**config.mk**
```make
export PLATFORM = sky130hd
export DESIGN_NAME = pwm_edge_timing
export DESIGN_NICKNAME = d
export VERILOG_FILES = /design/src/pwm_edge_pkg.sv /design/src/pwm_edge_timing.sv /design/src/pwm_edge_calc.sv
export SDC_FILE = /design/constraint.sdc
export NUM_CORES = 1
export LEC_CHECK = 0
export ABC_AREA = 1
export CAP_MARGIN = 20
export CORE_MARGIN = 3
export CORE_UTILIZATION = 45
export DETAILED_ROUTE_END_ITERATION = 8
export DONT_BUFFER_PORTS = 1
export SKIP_LAST_GASP = 1
export SLEW_MARGIN = 30
export SYNTH_ARGS = -nofsm -noshare
export SYNTH_HDL_FRONTEND = slang
export SYNTH_HIERARCHICAL = 1
export SYNTH_SLANG_ARGS = --single-unit
export TNS_END_PERCENT = 20
```
**constraint.sdc**
```tcl
create_clock -name clock -period 4.2 [get_ports clock]
set_input_delay 0.63 -clock clock [delete_from_list [all_inputs] [get_ports clock]]
set_output_delay 0.63 -clock clock [all_outputs]
set_load 0.05 [all_outputs]
```
**src/pwm_edge_pkg.sv**
```systemverilog
// shared constants and types for the drive edge timing block
package pwm_edge_pkg;
	// widths
	localparam int unsigned TIME_W = 12;          // edge time width
	localparam int unsigned REG_W  = 8;           // register width
	localparam int unsigned MOD_W  = 8;           // loop modulation value width
	localparam int unsigned ADDR_W = 8;           // register address width

	// register offsets
	localparam logic [7:0] ADDR_B_FALL_TIME_HIGH = 8'h47; // drive_b_fall_time_high
	localparam logic [7:0] ADDR_B_FALL_SETTING   = 8'h48; // drive_b_fall_setting
	localparam logic [7:0] ADDR_C_RISE_TIME_HIGH = 8'h49; // drive_c_rise_time_high
	localparam logic [7:0] ADDR_C_RISE_SETTING   = 8'h4A; // drive_c_rise_setting
	localparam logic [7:0] ADDR_C_FALL_TIME_HIGH = 8'h4B; // drive_c_fall_time_high
	localparam logic [7:0] ADDR_C_FALL_SETTING   = 8'h4C; // drive_c_fall_setting
	localparam logic [7:0] ADDR_D_RISE_TIME_HIGH = 8'h4D; // drive_d_rise_time_high
	localparam logic [7:0] ADDR_D_RISE_SETTING   = 8'h4E; // drive_d_rise_setting
	localparam logic [7:0] ADDR_FIRST            = ADDR_B_FALL_TIME_HIGH;
	localparam logic [7:0] ADDR_LAST             = ADDR_D_RISE_SETTING;
	localparam int unsigned NUM_REGS             = 8;

	// setting register fields
	localparam int unsigned SET_NIB_HI = 7;       // low nibble of edge time, top bit
	localparam int unsigned SET_NIB_LO = 4;       // low nibble of edge time, bottom bit
	localparam int unsigned SET_MOD_EN = 3;       // modulation enable
	localparam int unsigned SET_DIR    = 2;       // 1: later with more modulation

	// reset values
	localparam logic [7:0]  REG_RESET  = 8'h00;
	localparam logic [11:0] TIME_RESET = 12'h000;

	// timing: one edge count is one step, the clock spans several steps
	localparam int unsigned STEP_NS       = 5;
	localparam int unsigned CLK_NS        = 50;
	localparam int unsigned TICKS_PER_CLK = CLK_NS / STEP_NS;

	// edge slots, two registers each starting at ADDR_FIRST
	localparam int unsigned EDGE_B_FALL = 0;
	localparam int unsigned EDGE_C_RISE = 1;
	localparam int unsigned EDGE_C_FALL = 2;
	localparam int unsigned EDGE_D_RISE = 3;
	localparam int unsigned NUM_EDGES   = 4;

	// one edge's programming pair
	typedef struct packed {
		logic [7:0] time_high;                        // eight high bits of the edge time
		logic [7:0] setting;                          // low nibble, enable, direction
	} edge_cfg_s;
endpackage

```
**src/pwm_edge_timing.sv**
```systemverilog
// edge timing registers and drive outputs b, c and d
// Notes on behaviour
// - edge time: high byte plus setting bits 7:4
// - one count moves the edge 5 ns
// - modulation acts only when bit 3 set
// - bit 2 high: modulation moves edge later
// - bit 2 low: modulation moves edge earlier
// - b falling edge from 0x47 and 0x48
// - c rising edge from 0x49 and 0x4A
// - c falling edge from 0x4B and 0x4C
// - d rising low bits from 0x4E nibble
// - d rising high byte held at 0x4D
`timescale 1ns/100ps
module pwm_edge_timing (
	input  wire logic                            clock,             // 20 MHz system clock
	input  wire logic                            srst,              // sync reset, high
	input  wire logic [pwm_edge_pkg::ADDR_W-1:0] reg_addr,          // register address
	input  wire logic [pwm_edge_pkg::REG_W-1:0]  reg_wdata,         // write data
	input  wire logic                            reg_we,            // write strobe
	input  wire logic                            reg_re,            // read strobe
	output logic [pwm_edge_pkg::REG_W-1:0]       reg_rdata,         // read data, registered
	input  wire logic [pwm_edge_pkg::TIME_W-1:0] period_ticks,      // period in 5 ns steps
	input  wire logic [pwm_edge_pkg::MOD_W-1:0]  mod_value,         // loop modulation
	input  wire logic [pwm_edge_pkg::TIME_W-1:0] drive_b_rise_time, // b rising edge time
	input  wire logic [pwm_edge_pkg::TIME_W-1:0] drive_d_fall_time, // d falling edge time
	output logic                                 drive_b_output,    // drive output b
	output logic                                 drive_c_output,    // drive output c
	output logic                                 drive_d_output,    // drive output d
	output logic                                 period_start       // first cycle of period
);
	import pwm_edge_pkg::*;

	// the counter steps several 5 ns counts per clock
	localparam logic [TIME_W:0] TICK_STEP = (TIME_W + 1)'(TICKS_PER_CLK);

	// refuse a clock that is not a whole number of steps
	if (CLK_NS % STEP_NS != 0 || TICKS_PER_CLK == 0) begin : g_bad_clock
		$error("clock period must be a whole multiple of the edge step");
	end
	if (MOD_W > TIME_W) begin : g_bad_mod
		$error("modulation wider than edge time");
	end

	logic [REG_W-1:0]  regs_q [NUM_REGS];    // programming registers
	logic [TIME_W-1:0] tick_q;               // position in period, 5 ns units
	logic [TIME_W:0]   tick_next;            // position one clock later
	logic              period_end;           // last clock of the period
	logic              addr_hit;             // address inside the map
	logic [2:0]        reg_idx;              // index within the map
	edge_cfg_s         cfgs [NUM_EDGES];     // pairs per edge
	logic [TIME_W-1:0] edge_times [NUM_EDGES]; // times in use this period
	logic              b_rise_hit;           // edge falls in this clock
	logic              b_fall_hit;
	logic              c_rise_hit;
	logic              c_fall_hit;
	logic              d_rise_hit;
	logic              d_fall_hit;
	logic              drive_b_q;            // output levels
	logic              drive_c_q;
	logic              drive_d_q;
	logic              period_start_q;       // boundary marker

	// decide whether an edge lands inside this clock's window of steps
	function automatic logic in_window(input logic [TIME_W-1:0] t,
	                                   input logic [TIME_W-1:0] now);
		logic [TIME_W:0] lo;
		logic [TIME_W:0] hi;
		lo = {1'b0, now};
		hi = {1'b0, now} + TICK_STEP;
		return ({1'b0, t} >= lo) && ({1'b0, t} < hi);
	endfunction

	// new level given the edges that land in this clock
	function automatic logic next_level(input logic cur,
	                                    input logic rise_hit,
	                                    input logic fall_hit,
	                                    input logic [TIME_W-1:0] rise,
	                                    input logic [TIME_W-1:0] fall);
		logic lvl;
		lvl = cur;
		if (rise_hit && fall_hit) begin
			// both in one clock: the later edge decides
			lvl = (rise > fall);
		end else if (rise_hit) begin
			lvl = 1'b1;
		end else if (fall_hit) begin
			lvl = 1'b0;
		end
		return lvl;
	endfunction

	// address decode
	always_comb begin
		addr_hit = 1'b0;
		reg_idx  = 3'h0;
		// the map is one contiguous run, so a subtraction gives the slot
		if (reg_addr >= ADDR_FIRST && reg_addr <= ADDR_LAST) begin
			addr_hit = 1'b1;
			reg_idx  = 3'(reg_addr - ADDR_FIRST);
		end else begin
			addr_hit = 1'b0;
		end
	end

	// register writes; bits 1:0 are stored as written
	always_ff @(posedge clock) begin
		if (srst) begin
			for (int i = 0; i < NUM_REGS; i++) begin
				regs_q[i] <= REG_RESET;
			end
		end else if (reg_we && addr_hit) begin
			// reserved low bits kept as software wrote them
			regs_q[reg_idx] <= reg_wdata;
		end
	end

	// read data held until the next read
	always_ff @(posedge clock) begin
		if (srst) begin
			reg_rdata <= REG_RESET;
		end else if (reg_re) begin
			if (addr_hit) begin
				reg_rdata <= regs_q[reg_idx];
			end else begin
				// outside the map reads zero
				reg_rdata <= REG_RESET;
			end
		end
	end

	// period counter in 5 ns steps, several per clock
	// a period shorter than one clock of steps ends on every clock
	assign tick_next  = {1'b0, tick_q} + TICK_STEP;
	assign period_end = (tick_next >= {1'b0, period_ticks});

	always_ff @(posedge clock) begin
		if (srst) begin
			tick_q <= TIME_RESET;
		end else if (period_end) begin
			tick_q <= TIME_RESET;
		end else begin
			tick_q <= tick_next[TIME_W-1:0];
		end
	end

	// boundary marker for software and the loop
	always_ff @(posedge clock) begin
		if (srst) begin
			period_start_q <= 1'b0;
		end else begin
			period_start_q <= period_end;
		end
	end
	assign period_start = period_start_q;

	// pair each timing register with its setting register
	// each pair is held until the boundary, so write order does not matter
	for (genvar e = 0; e < NUM_EDGES; e++) begin : g_edge
		assign cfgs[e] = '{time_high: regs_q[2*e], setting: regs_q[2*e+1]};
		pwm_edge_calc u_calc (
			.clock     (clock),
			.srst      (srst),
			.load      (period_end),
			.cfg       (cfgs[e]),
			.mod_value (mod_value),
			.edge_time (edge_times[e])
		);
	end

	// which edges land in the current clock
	// a time at or past the period length rounded up to whole clocks never lands, so the level holds
	always_comb begin
		b_rise_hit = in_window(drive_b_rise_time, tick_q);
		b_fall_hit = in_window(edge_times[EDGE_B_FALL], tick_q);
		c_rise_hit = in_window(edge_times[EDGE_C_RISE], tick_q);
		c_fall_hit = in_window(edge_times[EDGE_C_FALL], tick_q);
		d_rise_hit = in_window(edge_times[EDGE_D_RISE], tick_q);
		d_fall_hit = in_window(drive_d_fall_time, tick_q);
	end

	// drive output b
	always_ff @(posedge clock) begin
		if (srst) begin
			drive_b_q <= 1'b0;
		end else begin
			drive_b_q <= next_level(drive_b_q, b_rise_hit, b_fall_hit,
				drive_b_rise_time, edge_times[EDGE_B_FALL]);
		end
	end

	// drive output c
	always_ff @(posedge clock) begin
		if (srst) begin
			drive_c_q <= 1'b0;
		end else begin
			drive_c_q <= next_level(drive_c_q, c_rise_hit, c_fall_hit,
				edge_times[EDGE_C_RISE], edge_times[EDGE_C_FALL]);
		end
	end

	// drive output d
	always_ff @(posedge clock) begin
		if (srst) begin
			drive_d_q <= 1'b0;
		end else begin
			drive_d_q <= next_level(drive_d_q, d_rise_hit, d_fall_hit,
				edge_times[EDGE_D_RISE], drive_d_fall_time);
		end
	end

	// outputs come straight from flops, one clock after the edge window
	assign drive_b_output = drive_b_q;
	assign drive_c_output = drive_c_q;
	assign drive_d_output = drive_d_q;

	// helper: programmed c rise time as the registers hold it
	logic [TIME_W-1:0] c_rise_base;
	assign c_rise_base = {regs_q[2*EDGE_C_RISE],
		regs_q[2*EDGE_C_RISE+1][SET_NIB_HI:SET_NIB_LO]};
endmodule

```
**src/pwm_edge_calc.sv**
```systemverilog
// one edge: assembles the 12-bit time and applies modulation at load
`timescale 1ns/100ps
module pwm_edge_calc (
	input  wire logic                           clock,      // system clock
	input  wire logic                           srst,       // sync reset, high
	input  wire logic                           load,       // period boundary strobe
	input  pwm_edge_pkg::edge_cfg_s             cfg,        // programmed pair
	input  wire logic [pwm_edge_pkg::MOD_W-1:0] mod_value,  // loop modulation
	output logic [pwm_edge_pkg::TIME_W-1:0]     edge_time   // time in use this period
);
	import pwm_edge_pkg::*;

	logic [TIME_W-1:0] base;     // programmed time
	logic [TIME_W:0]   later;    // base plus modulation, carry on top
	logic [TIME_W:0]   earlier;  // base minus modulation, borrow on top

	// high byte from the timing register, low nibble from the setting
	assign base    = {cfg.time_high, cfg.setting[SET_NIB_HI:SET_NIB_LO]};
	assign later   = {1'b0, base} + {{(TIME_W + 1 - MOD_W){1'b0}}, mod_value};
	assign earlier = {1'b0, base} - {{(TIME_W + 1 - MOD_W){1'b0}}, mod_value};

	// capture only at the boundary so both halves land together
	always_ff @(posedge clock) begin
		if (srst) begin
			edge_time <= TIME_RESET;
		end else if (load) begin
			if (!cfg.setting[SET_MOD_EN]) begin
				edge_time <= base;
			end else if (cfg.setting[SET_DIR]) begin
				// saturate rather than wrap to the period start
				edge_time <= later[TIME_W] ? {TIME_W{1'b1}} : later[TIME_W-1:0];
			end else begin
				edge_time <= earlier[TIME_W] ? TIME_RESET : earlier[TIME_W-1:0];
			end
		end
	end
endmodule

```
-- Word-level counts from Yosys, hierarchy flattened
Memory sizes are Yosys's and may differ from the RTL's.
Index checks and enable logic that the tools add are counted.
Widths: inputs -> output; s select.
- register bits after elaboration: 72
- memory bits (writable): 64
- input bits: 64
- word-level logic and storage cells: 91
- memories: 1
- add/subtract/negate cells: 10
- magnitude comparators: 18
- multiplexer cells: 36
- reductions and logical operators: 16
- memories (memory ; words ; bits a word ; rd ports ; clocked after memory_dff ; write ports ; line ; RTL):
    regs_q ; 8 ; 8 ; 9 ; 0 ; 8 ; pwm_edge_timing.sv:44 ; logic [REG_W-1:0] regs_q [NUM_REGS];
- operators by type and width (operator ; number):
    $mux 12 ; 16
    $lt 12x13->1 ; 6
    $ge 12x12->1 ; 6
    $add 12x8->13 ; 4
    $sub 12x8->13 ; 4
    $gt 12x12->1 ; 3
    $mux 1 ; 16
    $mux 8 ; 2
    $add 12x4->13 const B ; 1
    $ge 13x12->1 ; 1
    $logic_and 1x1->1 ; 11
    $reduce_bool 3->1 ; 3
    $ge 8x7->1 const B ; 1
    $le 8x7->1 const B ; 1
    $reduce_or 8->1 ; 1
    $mux 3 ; 2
    $sub 3x3->3 const B ; 1
    $reduce_or 2->1 ; 1

-- Longest topological paths before layout
Gate-level depths: netlist (run 1).
- depth in word-level cells: 9
- gate-level depth with buffers: 20
- mapped depth without buffers: 20

-- Hierarchy
The synthesis (run 1) kept the hierarchy.
- modules (own cells, without submodules) (module ; times used ; cells an instance ; area each (µm²) ; sequential area each (µm²)):
    pwm_edge_timing ; 1 ; 1095 ; 8160.3 ; 2382.3
    pwm_edge_calc at g_edge[0].u_calc ... ; 3 ; 339 ; 1961.9 ; 240.2
    pwm_edge_calc at g_edge[3].u_calc ; 1 ; 336 ; 1910.6 ; 240.2

-- Least setup slack after synthesis (run 1)
OpenSTA, ideal clock, no wires.
- path type: register to register
- start point: register tick_q[1]
- end point: register g_edge[0].u_calc/edge_time[7] in the netlist's numbering
- library setup time: 0.132 ns
- arrival time: 3.042 ns
- path slack: 1.026 ns
- stages on the path, launching flop included: 16
- path through: dfxtp_1 -> nand2_1 -> nand2_2 -> nand4_1 -> nor2_1 -> xor2_1 -> inv_1 -> ha_1 -> a21o_1 -> o21ai_1 -> nand3_1 -> inv_1 -> dlygate4sd1_1 -> nor2_1 -> nand2_1 -> a21oi_2
- longest elaborated chain between the ends: 2
- RTL lines (element ; line ; RTL):
    start: declaration ; pwm_edge_timing.sv:45 ; logic [TIME_W-1:0] tick_q;
    start signal: assignment ; pwm_edge_timing.sv:142 ; tick_q <= tick_next[TIME_W-1:0];
    $add 12x4->13 ; pwm_edge_timing.sv:133 ; assign tick_next = {1'b0, tick_q} + TICK_STEP;
    via tick_next[8] ; pwm_edge_timing.sv:46 ; logic [TIME_W:0] tick_next;
    $ge 13x12->1 ; pwm_edge_timing.sv:134 ; assign period_end = (tick_next >= {1'b0, period_ticks});
    via period_end ; pwm_edge_timing.sv:47 ; logic period_end;
    end signal: assignment ; pwm_edge_calc.sv:28 ; edge_time <= base;
    end signal: assignment ; pwm_edge_calc.sv:31 ; edge_time <= later[TIME_W] ? {TIME_W{1'b1}} : later[TIME_W-1:0];
    end signal: assignment ; pwm_edge_calc.sv:33 ; edge_time <= earlier[TIME_W] ? TIME_RESET : earlier[TIME_W-1:0];
    end: declaration ; pwm_edge_calc.sv:9 ; output logic [pwm_edge_pkg::TIME_W-1:0] edge_time
The timed path passes the listed nets, and every way through them passes these cells.
A chain may end at the register's enable or synchronous reset.

-- Worst setup path in the final report (run 1)
- start point: register tick_q[3]
- end point: register g_edge[3].u_calc/edge_time[0] in the netlist's numbering
- longest elaborated chain between the ends: 2
- RTL lines (element ; line):
    $add 12x4->13 ; pwm_edge_timing.sv:133
    via tick_next[8] ; pwm_edge_timing.sv:46
    $ge 13x12->1 ; pwm_edge_timing.sv:134
    via period_end ; pwm_edge_timing.sv:47
    end signal: assignment ; pwm_edge_calc.sv:28
    end signal: assignment ; pwm_edge_calc.sv:31
    end signal: assignment ; pwm_edge_calc.sv:33
    end: declaration ; pwm_edge_calc.sv:9
The timed path passes the listed nets, and every way through them passes these cells.

==> summary.txt, run 1 <==
Clock network
  – Clock slew seen by the registers of the worst setup and hold paths: 70 ps
  – H-tree Lvls: 4
  – Clock Root Buffer: clkbuf_16
  – Clk Latency, worst-skew pair: 440 ps
  – CTS tree: done
  – Post-cts resize count: 0
  – Clock sinks: about 140
  – Deepest clock path buffer count: 2
  – Clock buffer count from CTS: 17
  – Post-CTS Hold Buffers: 0
  – Post-CTS setup buffer count: 0

Yosys
  – Number of flops mapped to enable cells by yosys: 64
  – Async set-reset flop share out of synthesis: 0%
  – Sequential share of the synthesized area: 20.95%
  – Netlist cell types: 50
  – Synth top area cells: ha_1 18%, nand2_1 16%, edfxtp_1 12%
  – Synth warnings: 6
  – Top FF cell, synth: dfxtp_1
  – Mean post-synth cell area: 6.518 um^2
  – Synthesized instance count: 2448
  – Cell Area, Synth: about 16000 um^2
  – Largest area contributor in the netlist: ha_1
  – Synth Net Count: roughly 2700
  – Synth top area share: 17.72%
  – Synthesized flop and latch total: roughly 140

Global routing
  – GRT Residual Overflow: 0
  – Vias in the first global route: around 15000
  – Largest net degree at the start of global routing: 60
  – Total GRT Usage: a little over a quarter
  – Initial antenna violation count: 0
  – First-pass GRT wire length: approximately 82000 um

Drt
  – Wire per inst: between 15 and 20 um
  – Final WL: approximately 53000 um
  – TritonRoute pass-1 iters: 6
  – Post-DR vias/cell: 5.462
  – DRC: 0
  – Detailed Route Iter0 Violations: roughly 1400
  – Vias: ~16000
  – Post-DRT Antenna Nets: 0

Worst setup path
  – Reg-to-reg endpoint: g_edge[3].u_calc/edge_time[0]
  – CP arrival: between 4000 and 5000 ps
  – Crit path max fanout: 23
  – Reg-to-Reg Start: tick_q[3]
  – Reg2Reg Depth: 13
  – CP required: approximately 4600 ps
  – Crit path launch type: flop
  – R2r setup slk: roughly 380 ps
  – Crit. End Element: flop
  – Setup CP Type: reg2reg

STA
  – RSZ-0062 raised after global routing: false
  – Normalized max-slew margin: a little over two fifths
  – Final Cycle Share: approximately nine tenths
  – Max Clock Freq: ~260 MHz
  – Worst Clk Skew: 17.53 ps
  – Hold Vio Cnt, Final: 0
  – Setup-failing EPs final: 0
  – Final Slew Violations: 0
  – Min cycle time layout: around 3800 ps
  – Post-route worst setup slack: ~380 ps
  – Setup TNS: 0 ps
  – Least-Margin Pin Slew: between 800 and 900 ps

Power and ir drop
  – Pwr Total: 4.384 mW
  – Clock power share: 37.4%
  – PD cells: between 200 and 300 nW/um^2
  – Net Sw Frac: between 30 and 40%
  – Pint: ~2.8 mW
  – Comb power frac: 27.2%
  – Sw power: roughly 1.6 mW
  – Static leakage: approximately 8.4 nW
  – Register share of total power: a little over a third
  – Worst IR drop on VDD: around 0.27 mV

Die
  – Die outline area: 37750 um^2
  – Rows: slightly below 70
  – Initial Util: between 40% and 50%
  – Die Y: a little under 200 um
  – I/O pin total: between 70 and 80
  – Die W: 194.3 um
  – Core area: around 35000 um^2

Status
  – Status: finished, final reports clean

Layout
  – P&R area growth vs syn: 5.465%
  – # diodes: 0
  – Post-layout instance area: between 15000 and 20000 um^2
  – NumNets Final: between 2000 and 3000
  – # fillers: about 3600
  – Post-route insts no fill: approximately 2900
  – Fraction of layout cells with a size suffix above 1: between 7 and 8%

Place
  – GP Congestion: 0.9593
  – Cells after DPL: 2853
  – Port bufs: 0
  – Post-DP Area: 16200 um^2
  – Worst slack, placed: roughly 450 ps
  – Final HPWL DP: 40800 um

Min path
  – Startpoint of the worst hold path: srst
  – Hold path cells: 1
  – WHS Endpoint: reg_rdata[3]
  – Worst hold-check path type: in2reg

Job
  – Number of max-cap violations: 0
[critical path: stages (launching register included)]
cell	delay, ps
dfxtp_1	330
inv_1	210
nand2_2	250
nand4_1	180
nor2_1	220
xor2_1	210
inv_1	60
ha_1	290
a21o_1	160
o21ai_1	180
nand3_1	540
inv_1	750
a21oi_1	100
a211oi_2	240
[metrics by stage]
step	hold WS [ps]	utilization (%)
3_3_place_gp	453.3	46.68
3_5_place_dp	461.7	46.68
2_1_floorplan	445.3	-
5_1_grt	240.5	48.48
4_1_cts	233.1	48.48
6_report	252.4	48.48
[worst max path at each step]
stage | endpoint | depth (start not counted) | start | slack [ps]
3_3_place_gp | g_edge[3].u_calc/edge_time[0] | 13 | tick_q[3] | 580
5_1_grt | g_edge[0].u_calc/edge_time[3] | 14 | tick_q[3] | 130
3_5_place_dp | g_edge[3].u_calc/edge_time[0] | 13 | tick_q[3] | 450
4_1_cts | g_edge[3].u_calc/edge_time[0] | 13 | tick_q[3] | 460
2_1_floorplan | g_edge[0].u_calc/edge_time[7] | 15 | tick_q[1] | 1030
6_report | g_edge[3].u_calc/edge_time[0] | 13 | tick_q[3] | 380
[metal layers]
layer	global-route usage [%]	wire, um	up-vias
met5	0	0	-
li1	-	-	7862
met4	10.40	1945	0
met2	43.42	23180	557
met3	4.073	3749	97
met1	37.93	24000	7241
[power groups by stage]
| stage | combinational (mW) | clock (mW) | sequential, mW |
|---|---|---|---|
| final | 1.19 | 1.64 | 1.55 |
| after global routing | 1.35 | 1.72 | 1.56 |
| after CTS | 1.17 | 1.66 | 1.55 |
| after detailed placement | 1.17 | 0 | 1.58 |
| after global placement | 1.15 | 0 | 1.58 |
| after floorplan | 0.929 | 0 | 1.51 |
[area by class of cell]
cell class | instances | area [um^2] | area share (%)
clock buffers | 19 | 442.9 | 2.632
clock inverters | 13 | 182.7 | 1.086
inverters | 372 | 1398 | 8.305
multi-input cells | 1880 | 10810 | 64.24
flip-flops and latches | 135 | 3343 | 19.87
well taps | 455 | 569.3 | 3.383
repair buffers | 11 | 82.58 | 0.4907
[state kept, by name (all words and copies together), names as in the netlist]
register / count
reg_rdata: 8
drive_b_output: 1
drive_c_output: 1
g_edge.u_calc/edge_time: 48
tick_q: 11
drive_d_output: 1
period_start: 1
regs_q: 64
[placed cells by master (no fill, tap or decap), types with 40 or more instances in the layout]
master | Yosys | routed
dfxtp_1 | 71 | 71
nand2_1 | 679 | 679
a21oi_1 | 153 | 153
inv_1 | 341 | 341
ha_1 | 226 | 226
nor2_1 | 274 | 274
edfxtp_1 | 64 | 64
nand3_1 | 225 | 225
nand4_1 | 53 | 53
o21ai_0 | 40 | 40
[kinds of logic after synthesis]
group	share of synthesized area [%]
AOI/OAI and AO/OA	10.64
xor gates and xnor gates	1.592
adders and majority gates	18.72
buffers and inverters	11.30
DFF	20.95
and+or+nand+nor	36.79
[Yosys cell counts, types with 20 or more instances]
| master | instances |
|---|---|
| inv_2 | 27 |
| o21ai_0 | 40 |
| nor3_1 | 20 |
| nand3_1 | 225 |
| xor2_1 | 29 |
| ha_1 | 226 |
| nand2_2 | 22 |
| dfxtp_1 | 71 |
| nor2_1 | 274 |
| a21oi_1 | 153 |
| edfxtp_1 | 64 |
| nand4_1 | 53 |
| nand2_1 | 679 |
| a21oi_2 | 28 |
| inv_1 | 341 |
| buf_2 | 27 |
Note: power is estimated with default switching activity, not from simulation.
==> run 2: changes to the inputs <==
RECOVER_POWER = 100   (was default)
==> summary.txt, run 2 (same netlist as run 1, synthesis figures left out) <==
Status
  – Status: finished, final reports clean (unchanged)

Clock network
  – H-tree Lvls: 4 (unchanged)
  – Deepest clock path buffer count: 2 (unchanged)
  – Clock sinks: 135 (unchanged)
  – Clock buffer count from CTS: 17 (unchanged)
  – Post-cts resize count: 0 (unchanged)
  – CTS tree: done (unchanged)
  – Clock Root Buffer: clkbuf_16 (unchanged)
  – Post-CTS setup buffer count: 0 (unchanged)
  – Clk Latency, worst-skew pair: 440 ps (about the same)
  – Post-CTS Hold Buffers: 0 (unchanged)
  – Clock slew seen by the registers of the worst setup and hold paths: 70 ps (about the same)

Worst setup path
  – Worst path max stage delay: 740 ps (was 750 ps)
  – Critical path, cell by cell: inv_1, nand2_2, nand4_1, nor2_1, xor2_1, inv_1, ha_1, a21o_1, o21ai_1, nand3_1, inv_1, a21oi_1, nand2_1, a21oi_2 (was inv_1, nand2_2, nand4_1, nor2_1, xor2_1, inv_1, ha_1, a21o_1, o21ai_1, nand3_1, inv_1, a21oi_1, a211oi_2)
  – Setup CP Type: reg2reg (unchanged)
  – Crit-path leading delay family: simple AND/OR/NAND/NOR gates (unchanged)
  – CP arrival: 4130 ps (was 4180 ps)
  – Crit. End Element: flop (unchanged)
  – Crit path max fanout: 23 (unchanged)
  – CP required: 4520 ps (was 4560 ps)
  – Worst path slowest cell: inv_1 (unchanged)
  – Buf/Inv on CP: 3 (unchanged)
  – Crit path launch type: flop (unchanged)
  – Most used cell, CP: inv_1 (unchanged)

Die
  – Initial Util: 45.97% (unchanged)
  – Die Y: 194.3 um (unchanged)
  – Core area: 34710 um^2 (unchanged)
  – I/O pin total: 76 (unchanged)
  – Die W: 194.3 um (unchanged)
  – Die outline area: 37750 um^2 (unchanged)
  – Rows: 68 (unchanged)

Place
  – GP Congestion: 0.9593 (unchanged)
  – Cells after DPL: 2853 (unchanged)
  – Port bufs: 0 (unchanged)
  – Worst slack, placed: 452.6 ps (unchanged)
  – Final HPWL DP: 40800 um (unchanged)

STA
  – Hold slack: 251.7 ps (was 252.4 ps)
  – Hold Vio Cnt, Final: 0 (unchanged)
  – Final Slew Violations: 0 (unchanged)
  – Least-Margin Pin Slew: 1257 ps (was 873.1 ps)
  – Setup-failing EPs final: 0 (unchanged)
  – Max Clock Freq: 262.9 MHz (was 261.9 MHz)
  – Min cycle time layout: 3803 ps (was 3818 ps)
  – Final Cycle Share: 90.55% (was 90.91%)
  – Normalized max-slew margin: 15.54% (was 41.79%)
  – Worst Clk Skew: 20.71 ps (was 17.53 ps)
  – Post-route worst setup slack: 396.8 ps (was 381.6 ps)
  – Setup TNS: 0 ps (unchanged)
  – RSZ-0062 raised after global routing: false (unchanged)

Global routing
  – GRT Residual Overflow: 0 (unchanged)
  – Vias in the first global route: 14690 (unchanged)
  – Total GRT Usage: 27.43% (unchanged)
  – First-pass GRT wire length: 82090 um (unchanged)
  – Largest net degree at the start of global routing: 60 (unchanged)
  – Initial antenna violation count: 0 (unchanged)

Drt
  – Final WL: 52860 um (was 52880 um)
  – Vias: 15700 (was 15760)
  – Post-DR vias/cell: 5.441 (was 5.462)
  – DRC: 0 (unchanged)
  – Post-DRT Antenna Nets: 0 (unchanged)
  – Detailed Route Iter0 Violations: 1377 (was 1380)
  – TritonRoute pass-1 iters: 6 (unchanged)
  – Wire per inst: 18.32 um (was 18.33 um)

Layout
  – # diodes: 0 (unchanged)
  – Largest registers: regs_q: 64 flops, g_edge.u_calc/edge_time: 48 flops, tick_q: 11 flops (unchanged)
  – # fillers: 3635 (was 3622)
  – Commonest non-fill, non-tap cell in the layout: nand2_1 (unchanged)
  – Footprint of the multi-input gates: 10760 um^2 (was 10810 um^2)
  – P&R area growth vs syn: 5.073% (was 5.465%)
  – Post-route insts no fill: 2885 (unchanged)
  – Most frequent cells in the layout: 682 x nand2_1, 344 x inv_1, 276 x nor2_1, 226 x nand3_1, 226 x ha_1 (was 679 x nand2_1, 341 x inv_1, 274 x nor2_1, 226 x ha_1, 225 x nand3_1)
  – NumNets Final: 2715 (unchanged)
  – Reg area: 3343 um^2 (unchanged)
  – Reg with most FFs: regs_q (unchanged)
  – Largest register FFs: 64 (unchanged)
  – Fraction of layout cells with a size suffix above 1: 6.626% (was 7.407%)

Min path
  – Worst hold-check path type: in2reg (unchanged)

Power and ir drop
  – Static leakage: 8.389 nW (was 8.396 nW)
  – Worst IR drop on VDD: 0.2648 mV (was 0.2653 mV)
  – PD cells: 261.6 nW/um^2 (was 260.5 nW/um^2)

Job
  – Number of max-cap violations: 0 (unchanged)
run 2: metrics by stage:
step / total power [mW] / instance area, um^2 / utilization [%]
after floorplan: 2.437 / 15960 / -
after global placement: 2.730 / 16200 / 46.68
after detailed placement: 2.745 / 16200 / 46.68
after CTS: 4.383 / 16830 / 48.48
after global routing: 4.620 / 16770 / 48.30
final: 4.386 / 16770 / 48.30
run 2: area by class of cell:
class,instances,area share [%]
Multi-Input combinational cell,1880,64.15
Sequential cell,135,19.94
Inverter,372,8.336
Tap cell,455,3.396
Clock buffer,19,2.642
Clock inverter,13,1.090
Timing Repair Buffer,11,0.4478
run 2: worst paths after layout:
| kind | start | endpoint | slack [ps] | depth (start not counted) |
|---|---|---|---|---|
| setup / recovery | tick_q[3] | g_edge[1].u_calc/edge_time[8] | 400 | 14 |
| setup reg to reg | tick_q[3] | g_edge[1].u_calc/edge_time[8] | 400 | 14 |
| hold / removal | srst | reg_rdata[3] | 250 | 1 |
| hold reg to reg | g_edge[2].u_calc/edge_time[1] | g_edge[2].u_calc/edge_time[1] | 470 | 2 |
run 2: power breakdown:
group | total [mW] | switching (mW) | internal (mW)
sequential | 1.55 | 0.128 | 1.42
combinational | 1.19 | 0.785 | 0.406
clock | 1.64 | 0.673 | 0.971
total | 4.39 | 1.59 | 2.80
run 2: metal layers:
metal,up-vias,global-route usage (%),share of wire (%)
met5,-,0,0
met4,0,10.40,3.7
met3,93,4.073,6.6
met2,550,43.42,44
met1,7199,37.93,46
li1,7854,-,-
==> run 3: changes to the inputs <==
ABC_AREA = default   (was 1)
==> summary.txt, run 3 <==
Worst setup path
  – Crit path launch type: flop (unchanged)
  – CP arrival: 4110 ps (was 4130 ps)
  – Setup CP Type: reg2reg (unchanged)
  – Most used cell, CP: o21ai_0 (was inv_1)
  – Crit. End Element: flop (unchanged)
  – CP required: 4550 ps (was 4520 ps)
  – Worst path slowest cell: a31o_2 (was inv_1)
  – Crit path max fanout: 12 (was 23)
  – Critical path, cell by cell: ha_1, o21ai_0, xnor2_1, inv_1, ha_1, nor2_1, a211o_1, maj3_1, o21ai_0, a31o_2, inv_1, nor2_1, o21ai_0, or3b_1, o211ai_1 (was inv_1, nand2_2, nand4_1, nor2_1, xor2_1, inv_1, ha_1, a21o_1, o21ai_1, nand3_1, inv_1, a21oi_1, nand2_1, a21oi_2)
  – Worst path max stage delay: 400 ps (was 740 ps)

Yosys
  – Synth Area in Simple Gates: 19.52% (was 36.79%)
  – Mean post-synth cell area: 8.449 um^2 (was 6.518 um^2)
  – Netlist cell types: 95 (was 50)
  – Synth top area cells: ha_1 20%, edfxtp_1 13%, dfxtp_1 9.9% (was ha_1 18%, nand2_1 16%, edfxtp_1 12%)
  – Largest family of logic cells by synthesized area: compound AO/OA/AOI/OAI gates (was simple AND/OR/NAND/NOR gates)
  – Synthesized instance count: 1705 (was 2448)
  – XOR/XNOR Fraction of Synth Area: 3.821% (was 1.592%)
  – Mux cell area share after synthesis: 0.5906% (was 0%)
  – Cell Area, Synth: 14410 um^2 (was 15960 um^2)
  – Synth warnings: 6 (unchanged)
  – Compound-gate portion of the synthesized area: 24.79% (was 10.64%)
  – Largest area contributor in the netlist: ha_1 (unchanged)
  – Synth top area share: 19.63% (was 17.72%)
  – Top post-synthesis cells by count: 226 x ha_1, 145 x inv_1, 134 x nor2_1 (was 679 x nand2_1, 341 x inv_1, 274 x nor2_1)
  – Async set-reset flop share out of synthesis: 0% (unchanged)
  – Adder-cell share of the synthesized area: 21.53% (was 18.73%)
  – Top FF cell, synth: dfxtp_1 (unchanged)
  – Synthesized flop and latch total: 135 (unchanged)
  – Synth Net Count: 2003 (was 2746)
  – Number of flops mapped to enable cells by yosys: 64 (unchanged)
  – Sequential share of the synthesized area: 23.21% (was 20.95%)
  – Top-count cell post-synth: ha_1 (was nand2_1)

Global routing
  – Total GRT Usage: 26.32% (was 27.43%)
  – Largest net degree at the start of global routing: 57 (was 60)
  – First-pass GRT wire length: 70680 um (was 82090 um)
  – Vias in the first global route: 12760 (was 14690)
  – Initial antenna violation count: 1 (was 0)
  – GRT Residual Overflow: 0 (unchanged)

Layout
  – # diodes: 0 (unchanged)
  – Post-layout instance area: 15260 um^2 (was 16770 um^2)
  – NumNets Final: 1986 (was 2715)
  – P&R area growth vs syn: 5.940% (was 5.073%)
  – Final core utilization: 49.12% (was 48.30%)
  – Largest register FFs: 64 (unchanged)
  – Fraction of layout cells with a size suffix above 1: 6.937% (was 6.626%)
  – Reg with most FFs: regs_q (unchanged)
  – Largest registers: regs_q: 64 flops, g_edge.u_calc/edge_time: 48 flops, tick_q: 11 flops (unchanged)
  – Most frequent cells in the layout: 226 x ha_1, 145 x inv_1, 134 x nor2_1, 131 x o21ai_0, 106 x nand2_1 (was 682 x nand2_1, 344 x inv_1, 276 x nor2_1, 226 x nand3_1, 226 x ha_1)
  – # fillers: 3038 (was 3635)
  – Commonest non-fill, non-tap cell in the layout: ha_1 (was nand2_1)

Min path
  – Worst hold-check path type: in2reg (unchanged)

Die
  – Core area: 31070 um^2 (was 34710 um^2)
  – Die W: 184.9 um (was 194.3 um)
  – I/O pin total: 76 (unchanged)
  – Die outline area: 34200 um^2 (was 37750 um^2)
  – Rows: 64 (was 68)
  – Die Y: 184.9 um (was 194.3 um)
  – Initial Util: 46.37% (was 45.97%)

Clock network
  – Clk Latency, worst-skew pair: 440 ps (about the same)
  – Deepest clock path buffer count: 2 (unchanged)
  – Clock Root Buffer: clkbuf_16 (unchanged)
  – Clock buffer count from CTS: 17 (unchanged)
  – Clock slew seen by the registers of the worst setup and hold paths: 80 ps (was 70 ps)
  – Post-CTS setup buffer count: 0 (unchanged)
  – CTS tree: done (unchanged)
  – H-tree Lvls: 4 (unchanged)
  – Post-cts resize count: 0 (unchanged)
  – Post-CTS Hold Buffers: 0 (unchanged)
  – Clock sinks: 135 (unchanged)

Place
  – Final HPWL DP: 34170 um (was 40800 um)
  – Port bufs: 0 (unchanged)
  – Post-DP Area: 14690 um^2 (was 16200 um^2)
  – GP Congestion: 0.9202 (was 0.9593)

Drt
  – Post-DR vias/cell: 6.110 (was 5.441)
  – Post-DRT Antenna Nets: 0 (unchanged)
  – TritonRoute pass-1 iters: 5 (was 6)
  – Final WL: 44660 um (was 52860 um)
  – Detailed Route Iter0 Violations: 832 (was 1377)
  – DRC: 0 (unchanged)
  – Vias: 12810 (was 15700)
  – Wire per inst: 21.30 um (was 18.32 um)

Power and ir drop
  – Pwr Total: 4.201 mW (was 4.386 mW)
  – Static leakage: 6.178 nW (was 8.389 nW)
  – PD cells: 275.3 nW/um^2 (was 261.6 nW/um^2)
  – Worst IR drop on VDD: 0.2545 mV (was 0.2648 mV)

Status
  – Status: finished, final reports clean (unchanged)

STA
  – Normalized max-slew margin: 24.90% (was 15.54%)
  – Final Cycle Share: 89.39% (was 90.55%)
  – Min cycle time layout: 3754 ps (was 3803 ps)
  – Setup-failing EPs final: 0 (unchanged)
  – Final Slew Violations: 0 (unchanged)
  – Setup TNS: 0 ps (unchanged)
  – Least-Margin Pin Slew: 1126 ps (was 1257 ps)
  – Max Clock Freq: 266.4 MHz (was 262.9 MHz)
  – Hold Vio Cnt, Final: 0 (unchanged)
  – Worst Clk Skew: 15.54 ps (was 20.71 ps)
  – RSZ-0062 raised after global routing: false (unchanged)

Job
  – Number of max-cap violations: 0 (unchanged)
[run 3: changes by cell type in the layout (fill, tap and decap cells not counted), sizes merged, moves of 44 or more]
cell   change
o21ai     +94
a21oi    -107
nand3    -196
xnor2     +44
and2      +66
inv      -218
nand2    -602
nor2     -158
[run 3: area by class of cell]
| cell class | count | area, um^2 | share of cell area (%) |
|---|---|---|---|
| inverter | 149 | 559.3 | 3.665 |
| clock buffer | 17 | 425.4 | 2.787 |
| tap | 396 | 495.5 | 3.246 |
| timing repair buffer | 23 | 138.9 | 0.9100 |
| clock inverter | 15 | 188.9 | 1.238 |
| sequential | 135 | 3343 | 21.91 |
| multi-input combinational | 1362 | 10110 | 66.25 |
[run 3: routing by layer]
metal,track usage (%),vias to the layer above,routed length (um),share of wire (%)
li1,-,6227,-,-
met1,35.89,6155,20920,47
met2,43.74,367,20490,46
met3,3.888,63,2276,5.1
met4,7.023,0,979,2.2
met5,0,-,0,0
[run 3: kinds of logic after synthesis]
family | after synthesis
AOI/OAI and AO/OA | 504
buffers and inverters | 208
DFF | 135
xor gates and xnor gates | 59
adders and majority gates | 245
muxes | 8
and+or+nand+nor | 546
[run 3: critical path: cells and delay by family (launching register included)]
kind | cells | cell delay (ps)
AO/OA/AOI/OAI | 6 | 1290
buffers and inverters | 2 | 290
flip-flops | 1 | 350
AND/OR/NAND/NOR | 3 | 740
XOR/XNOR | 1 | 160
adder cells (fa/ha/maj) | 3 | 840
[run 3: report_power, final]
part / total, mW / switching (mW) / internal [mW]
Sequential: 1.56 / 0.138 / 1.43
Combinational: 1.08 / 0.631 / 0.448
Clock: 1.56 / 0.744 / 0.815
Total: 4.20 / 1.51 / 2.69
[run 3: final timing paths]
path	slack (ps)	endpoint	cells after the start	startpoint
worst max-delay path	450	g_edge[2].u_calc/edge_time[11]	15	tick_q[2]
worst min-delay path	280	reg_rdata[4]	1	srst
worst max register to register	450	g_edge[2].u_calc/edge_time[11]	15	tick_q[2]
worst min register to register	460	g_edge[0].u_calc/edge_time[1]	2	g_edge[0].u_calc/edge_time[1]
[run 3: stage by stage]
step           cells  hold WS [ps]  worst slack [ps]
2_1_floorplan   1705         425.0             308.9
3_3_place_gp    2065         441.0             560.8
3_5_place_dp    2065         448.6             478.0
4_1_cts         2097         259.1             464.0
5_1_grt         2097         270.2             39.73
6_report        2097         280.1             445.7
